--- config.mk ---
export PLATFORM = sky130hd
export DESIGN_NAME = dma_crc_checksum_unit
export DESIGN_NICKNAME = d
export VERILOG_FILES = /design/src/rtl/crc_pkg.sv /design/src/rtl/dma_crc_checksum_unit.sv
export SDC_FILE = /design/constraint.sdc
export NUM_CORES = 1
export LEC_CHECK = 0
export BUFFER_PORTS_ARGS = -buffer_cell sky130_fd_sc_hd__buf_2
export CELL_PAD_IN_SITES_DETAIL_PLACEMENT = 1
export CELL_PAD_IN_SITES_GLOBAL_PLACEMENT = 1
export CORE_UTILIZATION = 42
export DETAILED_ROUTE_END_ITERATION = 10
export HOLD_SLACK_MARGIN = 0.1
export PLACE_DENSITY = 0.78
export SETUP_SLACK_MARGIN = 0.4
export SYNTH_ARGS = -nofsm -noshare
export SYNTH_HDL_FRONTEND = slang
export SYNTH_SLANG_ARGS = --single-unit
--- constraint.sdc ---
create_clock -name i_clk -period 8.7 [get_ports i_clk]
set_clock_uncertainty 0.2 [all_clocks]
set_input_delay 0.435 -clock i_clk [delete_from_list [all_inputs] [get_ports i_clk]]
set_output_delay 0.435 -clock i_clk [all_outputs]
set_load 0.02 [all_outputs]
--- src/rtl/crc_pkg.sv ---
`default_nettype none
package crc_pkg;
  // ==========================================================
  // Register indices, byte address is index times four
  localparam int ADDR_W = 8;
  localparam logic [7:0] IDX_CTRL = 8'h00;
  localparam logic [7:0] IDX_CCTRL = 8'h02;
  localparam logic [7:0] IDX_DIN = 8'h04;
  localparam logic [7:0] IDX_SUM = 8'h08;
  localparam logic [7:0] IDX_STAT = 8'h0c;
  localparam logic [7:0] IDX_IST = 8'h10;
  localparam logic [7:0] IDX_IMSK = 8'h11;
  // ==========================================================
  // Field positions
  localparam int EN_BIT = 2;
  localparam int SRC_LSB = 8;
  localparam int SRC_W = 6;
  localparam int POLY_LSB = 2;
  localparam int BEAT_LSB = 0;
  localparam int BUSY_BIT = 0;
  localparam int ZERO_BIT = 1;
  localparam int EV_DONE = 0;
  localparam int EV_ZERO = 1;
  localparam int EV_W = 2;
  // ==========================================================
  // Codes and constants
  localparam logic [5:0] SRC_NONE = 6'h00;
  localparam logic [5:0] SRC_IO = 6'h01;
  localparam int SRC_CH_BIT = 5;
  localparam logic [1:0] POLY16 = 2'h0;
  localparam logic [1:0] POLY32 = 2'h1;
  localparam logic [1:0] BEAT8 = 2'h0;
  localparam logic [1:0] BEAT16 = 2'h1;
  localparam logic [1:0] BEAT32 = 2'h2;
  localparam logic [15:0] GEN16 = 16'h1021;
  localparam logic [31:0] GEN32 = 32'h04c1_1db7;
  localparam logic [15:0] CCTRL_RST = 16'h0000;
  localparam logic [31:0] SUM_RST = 32'h0000_0000;
  localparam logic [31:0] ZERO32 = 32'h0000_0000;
  localparam logic [15:0] ZERO16 = 16'h0000;
endpackage
`default_nettype wire

--- src/rtl/dma_crc_checksum_unit.sv ---
`timescale 1ns/1ps
`default_nettype none
module dma_crc_checksum_unit (
  input wire logic i_clk,
  input wire logic i_rst,
  input wire logic i_psel,
  input wire logic i_penable,
  input wire logic i_pwrite,
  input wire logic [crc_pkg::ADDR_W-1:0] i_paddr,
  input wire logic [31:0] i_pwdata,
  output logic [31:0] o_prdata,
  output logic o_pready,
  output logic o_pslverr,
  input wire logic [31:0] i_ch_enable,
  input wire logic i_beat_valid,
  input wire logic [4:0] i_beat_ch,
  input wire logic [31:0] i_beat_data,
  input wire logic [1:0] i_beat_width,
  output logic o_irq,
  output logic o_busy,
  output logic o_enable
);
  import crc_pkg::*;

  // ==========================================================
  // Helpers
  function automatic logic hit(input logic [ADDR_W-1:0] a,
                               input logic [7:0] idx);
    hit = (a == {idx[5:0], 2'b00});
  endfunction

  function automatic logic [31:0] crc_byte(input logic [31:0] c,
                                           input logic [7:0] b,
                                           input logic p32);
    logic [31:0] r;
    logic fb;
    r = c;
    for (int i = 0; i < 8; i++) begin
      if (p32) begin
        fb = r[31] ^ b[i];
        r = {r[30:0], 1'b0} ^ (fb ? GEN32 : ZERO32);
      end else begin
        fb = r[15] ^ b[i];
        r = {ZERO16, r[14:0], 1'b0} ^ {ZERO16, (fb ? GEN16 : ZERO16)};
      end
    end
    crc_byte = r;
  endfunction

  // Bytes taken low lane first
  function automatic logic [31:0] crc_beat(input logic [31:0] c,
                                           input logic [31:0] d,
                                           input logic [1:0] w,
                                           input logic p32);
    logic [31:0] r;
    r = c;
    for (int k = 0; k < 4; k++) begin
      if (k == 0 || (k == 1 && w != BEAT8) ||
          (k > 1 && w != BEAT8 && w != BEAT16)) begin
        r = crc_byte(r, d[8*k +: 8], p32);
      end
    end
    crc_beat = r;
  endfunction

  function automatic logic [31:0] rev32(input logic [31:0] v);
    for (int i = 0; i < 32; i++) begin
      rev32[i] = v[31-i];
    end
  endfunction

  // ==========================================================
  // State
  logic en_r;
  logic [SRC_W-1:0] src_r;
  logic [1:0] poly_r;
  logic [1:0] beat_r;
  logic [31:0] din_r;
  logic [31:0] sum_r;
  logic busy_r;
  logic busy_nxt;
  logic zero_r;
  logic pend_r;
  logic [1:0] cnt_r;
  logic [EV_W-1:0] ist_r;
  logic [EV_W-1:0] imsk_r;
  logic irq_r;

  logic p32;
  logic src_ch;
  logic ch_on;
  logic xfer;
  logic wr;
  logic rd;
  logic stall;
  logic rdy_nxt;
  logic din_wr;
  logic io_wr;
  logic sum_wr;
  logic cc_wr;
  logic src_chg;
  logic done;
  logic dma_beat;
  logic mapped;
  logic [31:0] rd_nxt;
  logic [31:0] sum_view;

  assign p32 = (poly_r == POLY32);
  assign src_ch = src_r[SRC_CH_BIT];
  assign ch_on = i_ch_enable[src_r[4:0]];
  assign xfer = o_pready & i_psel & i_penable;
  assign wr = xfer & i_pwrite;
  assign rd = xfer & ~i_pwrite;
  assign stall = i_pwrite & hit(i_paddr, IDX_DIN) & pend_r;
  assign rdy_nxt = i_psel & i_penable & ~o_pready & ~stall;
  assign din_wr = wr & hit(i_paddr, IDX_DIN);
  assign io_wr = din_wr & en_r & (src_r == SRC_IO);
  assign sum_wr = wr & hit(i_paddr, IDX_SUM) & ~en_r;
  assign cc_wr = wr & hit(i_paddr, IDX_CCTRL) &
                 ~en_r & ~busy_r;
  assign src_chg = cc_wr &
                   (i_pwdata[SRC_LSB +: SRC_W] != src_r);
  assign dma_beat = en_r & src_ch & ch_on & i_beat_valid &
                    (i_beat_ch == src_r[4:0]);
  assign done = busy_r & ~busy_nxt;
  assign mapped = hit(i_paddr, IDX_CTRL) | hit(i_paddr, IDX_CCTRL) |
                  hit(i_paddr, IDX_DIN) | hit(i_paddr, IDX_SUM) |
                  hit(i_paddr, IDX_STAT) | hit(i_paddr, IDX_IST) |
                  hit(i_paddr, IDX_IMSK);

  // ==========================================================
  // Busy flag
  always_comb begin
    busy_nxt = 1'b0;
    if (en_r && src_ch) begin
      busy_nxt = ch_on;
    end else if (en_r && src_r == SRC_IO) begin
      busy_nxt = io_wr | (busy_r & ~(wr & hit(i_paddr, IDX_STAT) &
                 i_pwdata[BUSY_BIT]));
    end
  end

  always_ff @(posedge i_clk or posedge i_rst) begin
    if (i_rst) begin
      busy_r <= 1'b0;
    end else begin
      busy_r <= busy_nxt;
    end
  end

  // ==========================================================
  // Enable and control
  always_ff @(posedge i_clk or posedge i_rst) begin
    if (i_rst) begin
      en_r <= 1'b0;
    end else if (wr && hit(i_paddr, IDX_CTRL)) begin
      if (i_pwdata[EN_BIT]) begin
        en_r <= 1'b1;
      end else if (!busy_r) begin
        en_r <= 1'b0;
      end
    end
  end

  always_ff @(posedge i_clk or posedge i_rst) begin
    if (i_rst) begin
      src_r <= CCTRL_RST[SRC_LSB +: SRC_W];
      poly_r <= CCTRL_RST[POLY_LSB +: 2];
      beat_r <= CCTRL_RST[BEAT_LSB +: 2];
    end else if (cc_wr) begin
      src_r <= i_pwdata[SRC_LSB +: SRC_W];
      poly_r <= i_pwdata[POLY_LSB +: 2];
      beat_r <= i_pwdata[BEAT_LSB +: 2];
    end
  end

  // ==========================================================
  // Engine
  always_ff @(posedge i_clk or posedge i_rst) begin
    if (i_rst) begin
      din_r <= SUM_RST;
      pend_r <= 1'b0;
      cnt_r <= BEAT8;
    end else begin
      if (din_wr) begin
        din_r <= i_pwdata;
      end
      if (io_wr) begin
        pend_r <= 1'b1;
        cnt_r <= beat_r;
      end else if (pend_r && cnt_r != BEAT8) begin
        cnt_r <= cnt_r - 2'd1;
      end else begin
        pend_r <= 1'b0;
      end
    end
  end

  always_ff @(posedge i_clk or posedge i_rst) begin
    if (i_rst) begin
      sum_r <= SUM_RST;
    end else if (sum_wr) begin
      sum_r <= i_pwdata;
    end else if (pend_r && cnt_r == BEAT8) begin
      sum_r <= crc_beat(sum_r, din_r, beat_r, p32);
    end else if (dma_beat) begin
      sum_r <= crc_beat(sum_r, i_beat_data, i_beat_width, p32);
    end
  end

  // ==========================================================
  // Zero flag and interrupts
  always_ff @(posedge i_clk or posedge i_rst) begin
    if (i_rst) begin
      zero_r <= 1'b0;
    end else if (done && sum_r == ZERO32) begin
      zero_r <= 1'b1;
    end else if (src_chg) begin
      zero_r <= 1'b0;
    end
  end

  always_ff @(posedge i_clk or posedge i_rst) begin
    if (i_rst) begin
      ist_r <= '0;
      imsk_r <= '0;
      irq_r <= 1'b0;
    end else begin
      for (int e = 0; e < EV_W; e++) begin
        if ((e == EV_DONE && done) ||
            (e == EV_ZERO && done && sum_r == ZERO32)) begin
          ist_r[e] <= 1'b1;
        end else if (rd && hit(i_paddr, IDX_IST)) begin
          ist_r[e] <= 1'b0;
        end
      end
      if (wr && hit(i_paddr, IDX_IMSK)) begin
        imsk_r <= i_pwdata[EV_W-1:0];
      end
      irq_r <= |(ist_r & imsk_r);
    end
  end

  // ==========================================================
  // APB read side
  always_comb begin
    sum_view = sum_r;
    if (!p32) begin
      sum_view = {ZERO16, sum_r[15:0]};
    end else if (!busy_r) begin
      sum_view = ~rev32(sum_r);
    end
    rd_nxt = ZERO32;
    if (hit(i_paddr, IDX_CTRL)) begin
      rd_nxt[EN_BIT] = en_r;
    end else if (hit(i_paddr, IDX_CCTRL)) begin
      rd_nxt[SRC_LSB +: SRC_W] = src_r;
      rd_nxt[POLY_LSB +: 2] = poly_r;
      rd_nxt[BEAT_LSB +: 2] = beat_r;
    end else if (hit(i_paddr, IDX_DIN)) begin
      rd_nxt = din_r;
    end else if (hit(i_paddr, IDX_SUM)) begin
      rd_nxt = sum_view;
    end else if (hit(i_paddr, IDX_STAT)) begin
      rd_nxt[BUSY_BIT] = busy_r;
      rd_nxt[ZERO_BIT] = zero_r;
    end else if (hit(i_paddr, IDX_IST)) begin
      rd_nxt[EV_W-1:0] = ist_r;
    end else if (hit(i_paddr, IDX_IMSK)) begin
      rd_nxt[EV_W-1:0] = imsk_r;
    end
  end

  always_ff @(posedge i_clk or posedge i_rst) begin
    if (i_rst) begin
      o_pready <= 1'b0;
      o_pslverr <= 1'b0;
      o_prdata <= ZERO32;
    end else begin
      o_pready <= rdy_nxt;
      o_pslverr <= rdy_nxt & ~mapped;
      if (rdy_nxt && !i_pwrite) begin
        o_prdata <= rd_nxt;
      end
    end
  end

  assign o_irq = irq_r;
  assign o_busy = busy_r;
  assign o_enable = en_r;

  // ==========================================================
  // Checks
  a_src_lock: assert property (
    @(posedge i_clk) disable iff (i_rst) busy_r |=> $stable(src_r))
    else $error("source changed while busy");
  a_busy_en: assert property (
    @(posedge i_clk) disable iff (i_rst) !en_r |=> !busy_r)
    else $error("busy without enable");
  a_ch_follow: assert property (
    @(posedge i_clk) disable iff (i_rst)
    (en_r && src_ch) |=> busy_r == $past(ch_on))
    else $error("busy does not follow channel");
  a_beat_lat: assert property (
    @(posedge i_clk) disable iff (i_rst)
    (io_wr && beat_r == BEAT16) |=> pend_r ##1 pend_r ##1 !pend_r)
    else $error("beat latency wrong");
  a_sum_prot: assert property (
    @(posedge i_clk) disable iff (i_rst)
    (wr && hit(i_paddr, IDX_SUM) && en_r && !pend_r && !dma_beat)
    |=> $stable(sum_r))
    else $error("checksum written while enabled");
  a_rd_rev: assert property (
    @(posedge i_clk) disable iff (i_rst)
    (rdy_nxt && !i_pwrite && hit(i_paddr, IDX_SUM) && p32 && !busy_r)
    |=> o_prdata == ~rev32($past(sum_r)))
    else $error("crc32 readback wrong");
  a_rd_hi16: assert property (
    @(posedge i_clk) disable iff (i_rst)
    (rdy_nxt && !i_pwrite && hit(i_paddr, IDX_SUM) && !p32)
    |=> o_prdata[31:16] == ZERO16)
    else $error("crc16 upper half not zero");
  a_en_hold: assert property (
    @(posedge i_clk) disable iff (i_rst)
    (busy_r && wr && hit(i_paddr, IDX_CTRL)) |=> en_r)
    else $error("disabled while busy");
  a_cc_prot: assert property (
    @(posedge i_clk) disable iff (i_rst)
    en_r |=> $stable(poly_r) && $stable(beat_r))
    else $error("control changed while enabled");
  a_zero_clr: assert property (
    @(posedge i_clk) disable iff (i_rst) (src_chg && !done) |=> !zero_r)
    else $error("zero flag kept on new source");
  c_io_done: cover property (@(posedge i_clk) disable iff (i_rst)
    done && src_r == SRC_IO);
  c_ch_done: cover property (@(posedge i_clk) disable iff (i_rst)
    done && src_ch);
  c_zero: cover property (@(posedge i_clk) disable iff (i_rst)
    $rose(zero_r));
endmodule
`default_nettype wire

==> flow_summary.yaml <==
synth:
  synth.distinct_cells: 105
  synth_common_cells: "xnor2_1, nor2_1, nand2_1, xor2_1, a21oi_1"
  syn_area_um2: 23300
  synth-seq-cells: 119
  synth_top_family_by_area: "XOR/XNOR gates"
  syn_area_per_cell_um2: 8.35
  synth.area.top_cells: "xnor2_1, dfrtp_1, xnor3_1, xor2_1, a21oi_1"
  synth.most_common_cell: "xnor2_1"
  synth_ff_type: "dfrtp_1"
  synthesis.nets: 2911
  synth_top_area_cell: "xnor2_1"
  synth_top_area_share_pct: 19.5
  postSynthCellCount: 2793
  synth_xor_area_share_pct: 42.8
  synth-adder-area-share_pct: 0.0537
  yosysWarnings: 0
  yosysSeqAreaShare_pct: 12.8
  synthMuxAreaShare_pct: 6.03
  synthArstFlopShare_pct: 100
  synth-simple-area-share_pct: 16.2
  synth_compound_area_share_pct: 17.8
  synth_edf_count: 0
critical_path:
  critPathSlowestCell: "a2111oi_1"
  rr_worst_depth: 18
  path_class: "flop to flop"
  critical_path_required_ns: 8.83
  end_kind: "flop"
  crit_chain: "buf_4 > xnor3_1 > nor2_1 > mux2i_1 > xor2_2 > xnor3_1 > or3_1 > nand3_1 > xnor2_1 > nor2_1 > a211oi_1 > a2111oi_1 > xnor2_1 > a21o_1 > xor2_1 > a21oi_1 > nor2_1 > a2111o_1"
  max_stage_delay_ns: 1.05
  arrival_ns: 7.81
  cp_common_cell: "nor2_1"
  path_max_fanout: 10
  worst-r2r-setup-slack_ns: 1.02
  startpoint_type: "flop"
worst_hold_path:
  holdPathStages: 3
  hold_path.class: "input port to flop"
final_layout:
  design_area_um2: 25500
  nets: 2953
  fill_cells: 6515
  fin_cells: 3589
  drive_gt1_share_pct: 14.5
  area_growth_pct: 9.34
  regArea_um2: 2980
  multiInputGateArea_um2: 19400
cts:
  tritoncts: "done"
  post-cts-setup-buffers: 0
  insertion_delay_ns: 0.45
  clk_path_buf_depth: 2
  clk_pin_slew_ns: 0.07
  htreeDepth: 4
  cts_sinks: 119
  ctsResizeCount: 0
  ctsHoldBuffers: 9
  numCtsBuffers: 17
  clockRootBuffer: "clkbuf_16"
placed_design:
  port_buffers: 153
  post_dp_cell_area_um2: 24800
  routabilityCongestion: 1.04
  dp.final_hpwl_mm: 94.3
  dp_cells: 3546
sta:
  fin_crit_ns: 7.68
  post-route-period-util_pct: 88.3
  rsz0062_at_grt: "no"
  worstMarginPinSlew_ns: 1.32
  finalHoldViolations: 0
  fmax_mhz: 130
  report.final.slew_viol_count: 0
  tns_ns: 0
  setup_violations: 0
  slew-limit-headroom_pct: 11.6
die:
  row_count: 85
  initial_core_util_pct: 42.9
  die_w_um: 238
  ios: 154
  dieArea_um2: 56500
  coreArea_um2: 54300
  dieHeight_um: 238
route:
  dr.pass1.iters: 5
  wl_met3_mm: 13.3
  wirelength_mm: 121
  drtIter0Drc: 2865
  num_vias: 23400
  vias_per_cell: 6.51
  met2_length_mm: 51.5
  antenna_left: 0
  drc_errors: 0
  wl_per_cell_um: 33.7
  top_layer_used: "met5"
  wl_met1_mm: 50.0
global_route:
  grt_max_degree: 101
  grt.overflow.total: 0
  track_usage_pct: 42.3
  grt_pass1_wl_mm: 172
  grt_pass1_vias: 23300
  antenna_found_initial: 5
power_and_ir_drop:
  ir_worst_vdd_uv: 333
  leakage_nw: 10.3
  p_per_area_nw_per_um2: 313
status:
  status: "completed"
job:
  cap_viol_max_count: 0
-- worst max-delay path, delay by kind of cell, from the launching register on --
kind                      cells  cell delay [ns]
muxes                         1             0.23
and+or+nand+nor               5             2.06
AOI/OAI and AO/OA             5             1.98
buffers and inverters         1             0.28
DFF                           1             0.57
xor gates and xnor gates      6             2.24
-- state kept, by name, summed over array words and instances, names as in the netlist, 2 cells and up --
name	count
cnt_r	2
poly_r	2
imsk_r	2
o_prdata	32
din_r	32
sum_r	32
ist_r	2
src_r	6
beat_r	2
-- stage by stage --
step	util, %	power, mW	setup slack, ns	hold WS (ns)
after floorplan	-	5.01	2.51	0.246
after global placement	45.6	6.91	1.49	0.268
after detailed placement	45.6	6.97	1.29	0.284
after CTS	46.9	7.77	1.24	0.103
after global routing	46.9	8.28	0.789	0.117
final	46.9	7.98	1.02	0.102
-- layer usage --
metal,vias up,global-route usage (%)
met1,11800,57.0
met2,1346,63.1
met3,294,11.0
met4,8,19.5
met5,-,0
li1,9898,-
-- cells in the final DEF (no fill, tap or decap), types with 61 or more instances in the layout --
master	n
dfrtp_1	118
nand2_1	212
mux2i_1	61
a21oi_1	178
nor2_1	234
xnor2_1	520
xnor3_1	119
buf_2	153
o21ai_0	161
xor2_1	206
buf_4	81
-- area by class of cell --
type	instances	share of cell area (%)
flip-flops and latches	119	11.7
diodes	2	0.0196
repair buffers	244	5.82
well taps	739	3.63
clock inverters	15	0.716
inverters	25	0.378
clock buffers	17	1.67
multi-input cells	2428	76.1
-- where the power goes --
group	switching, mW	internal, mW
Combinational	3.92	2.61
Clock	0.338	0.435
Sequential	0.0733	0.592
Total	4.33	3.64
-- logic make-up after synthesis --
| family | Yosys count |
|---|---|
| AO/OA/AOI/OAI | 641 |
| XOR/XNOR | 891 |
| adder cells (fa/ha/maj) | 1 |
| buffers and inverters | 246 |
| flip-flops | 119 |
| multiplexers | 121 |
| AND/OR/NAND/NOR | 774 |
-- path summary, 6_finish.rpt --
check                                       from                     to
hold reg to reg               zero_r$_DFFE_PP0P_     zero_r$_DFFE_PP0P_
setup / recovery           sum_r[31]$_DFFE_PP0P_   sum_r[7]$_DFFE_PP0P_
min in group asynchronous                  i_rst  beat_r[0]$_DFFE_PP0P_
setup reg to reg           sum_r[31]$_DFFE_PP0P_   sum_r[7]$_DFFE_PP0P_
hold / removal                            i_psel     o_pready$_DFF_PP0_
max in group asynchronous                  i_rst  beat_r[1]$_DFFE_PP0P_
(Power assumes the default switching activity.)
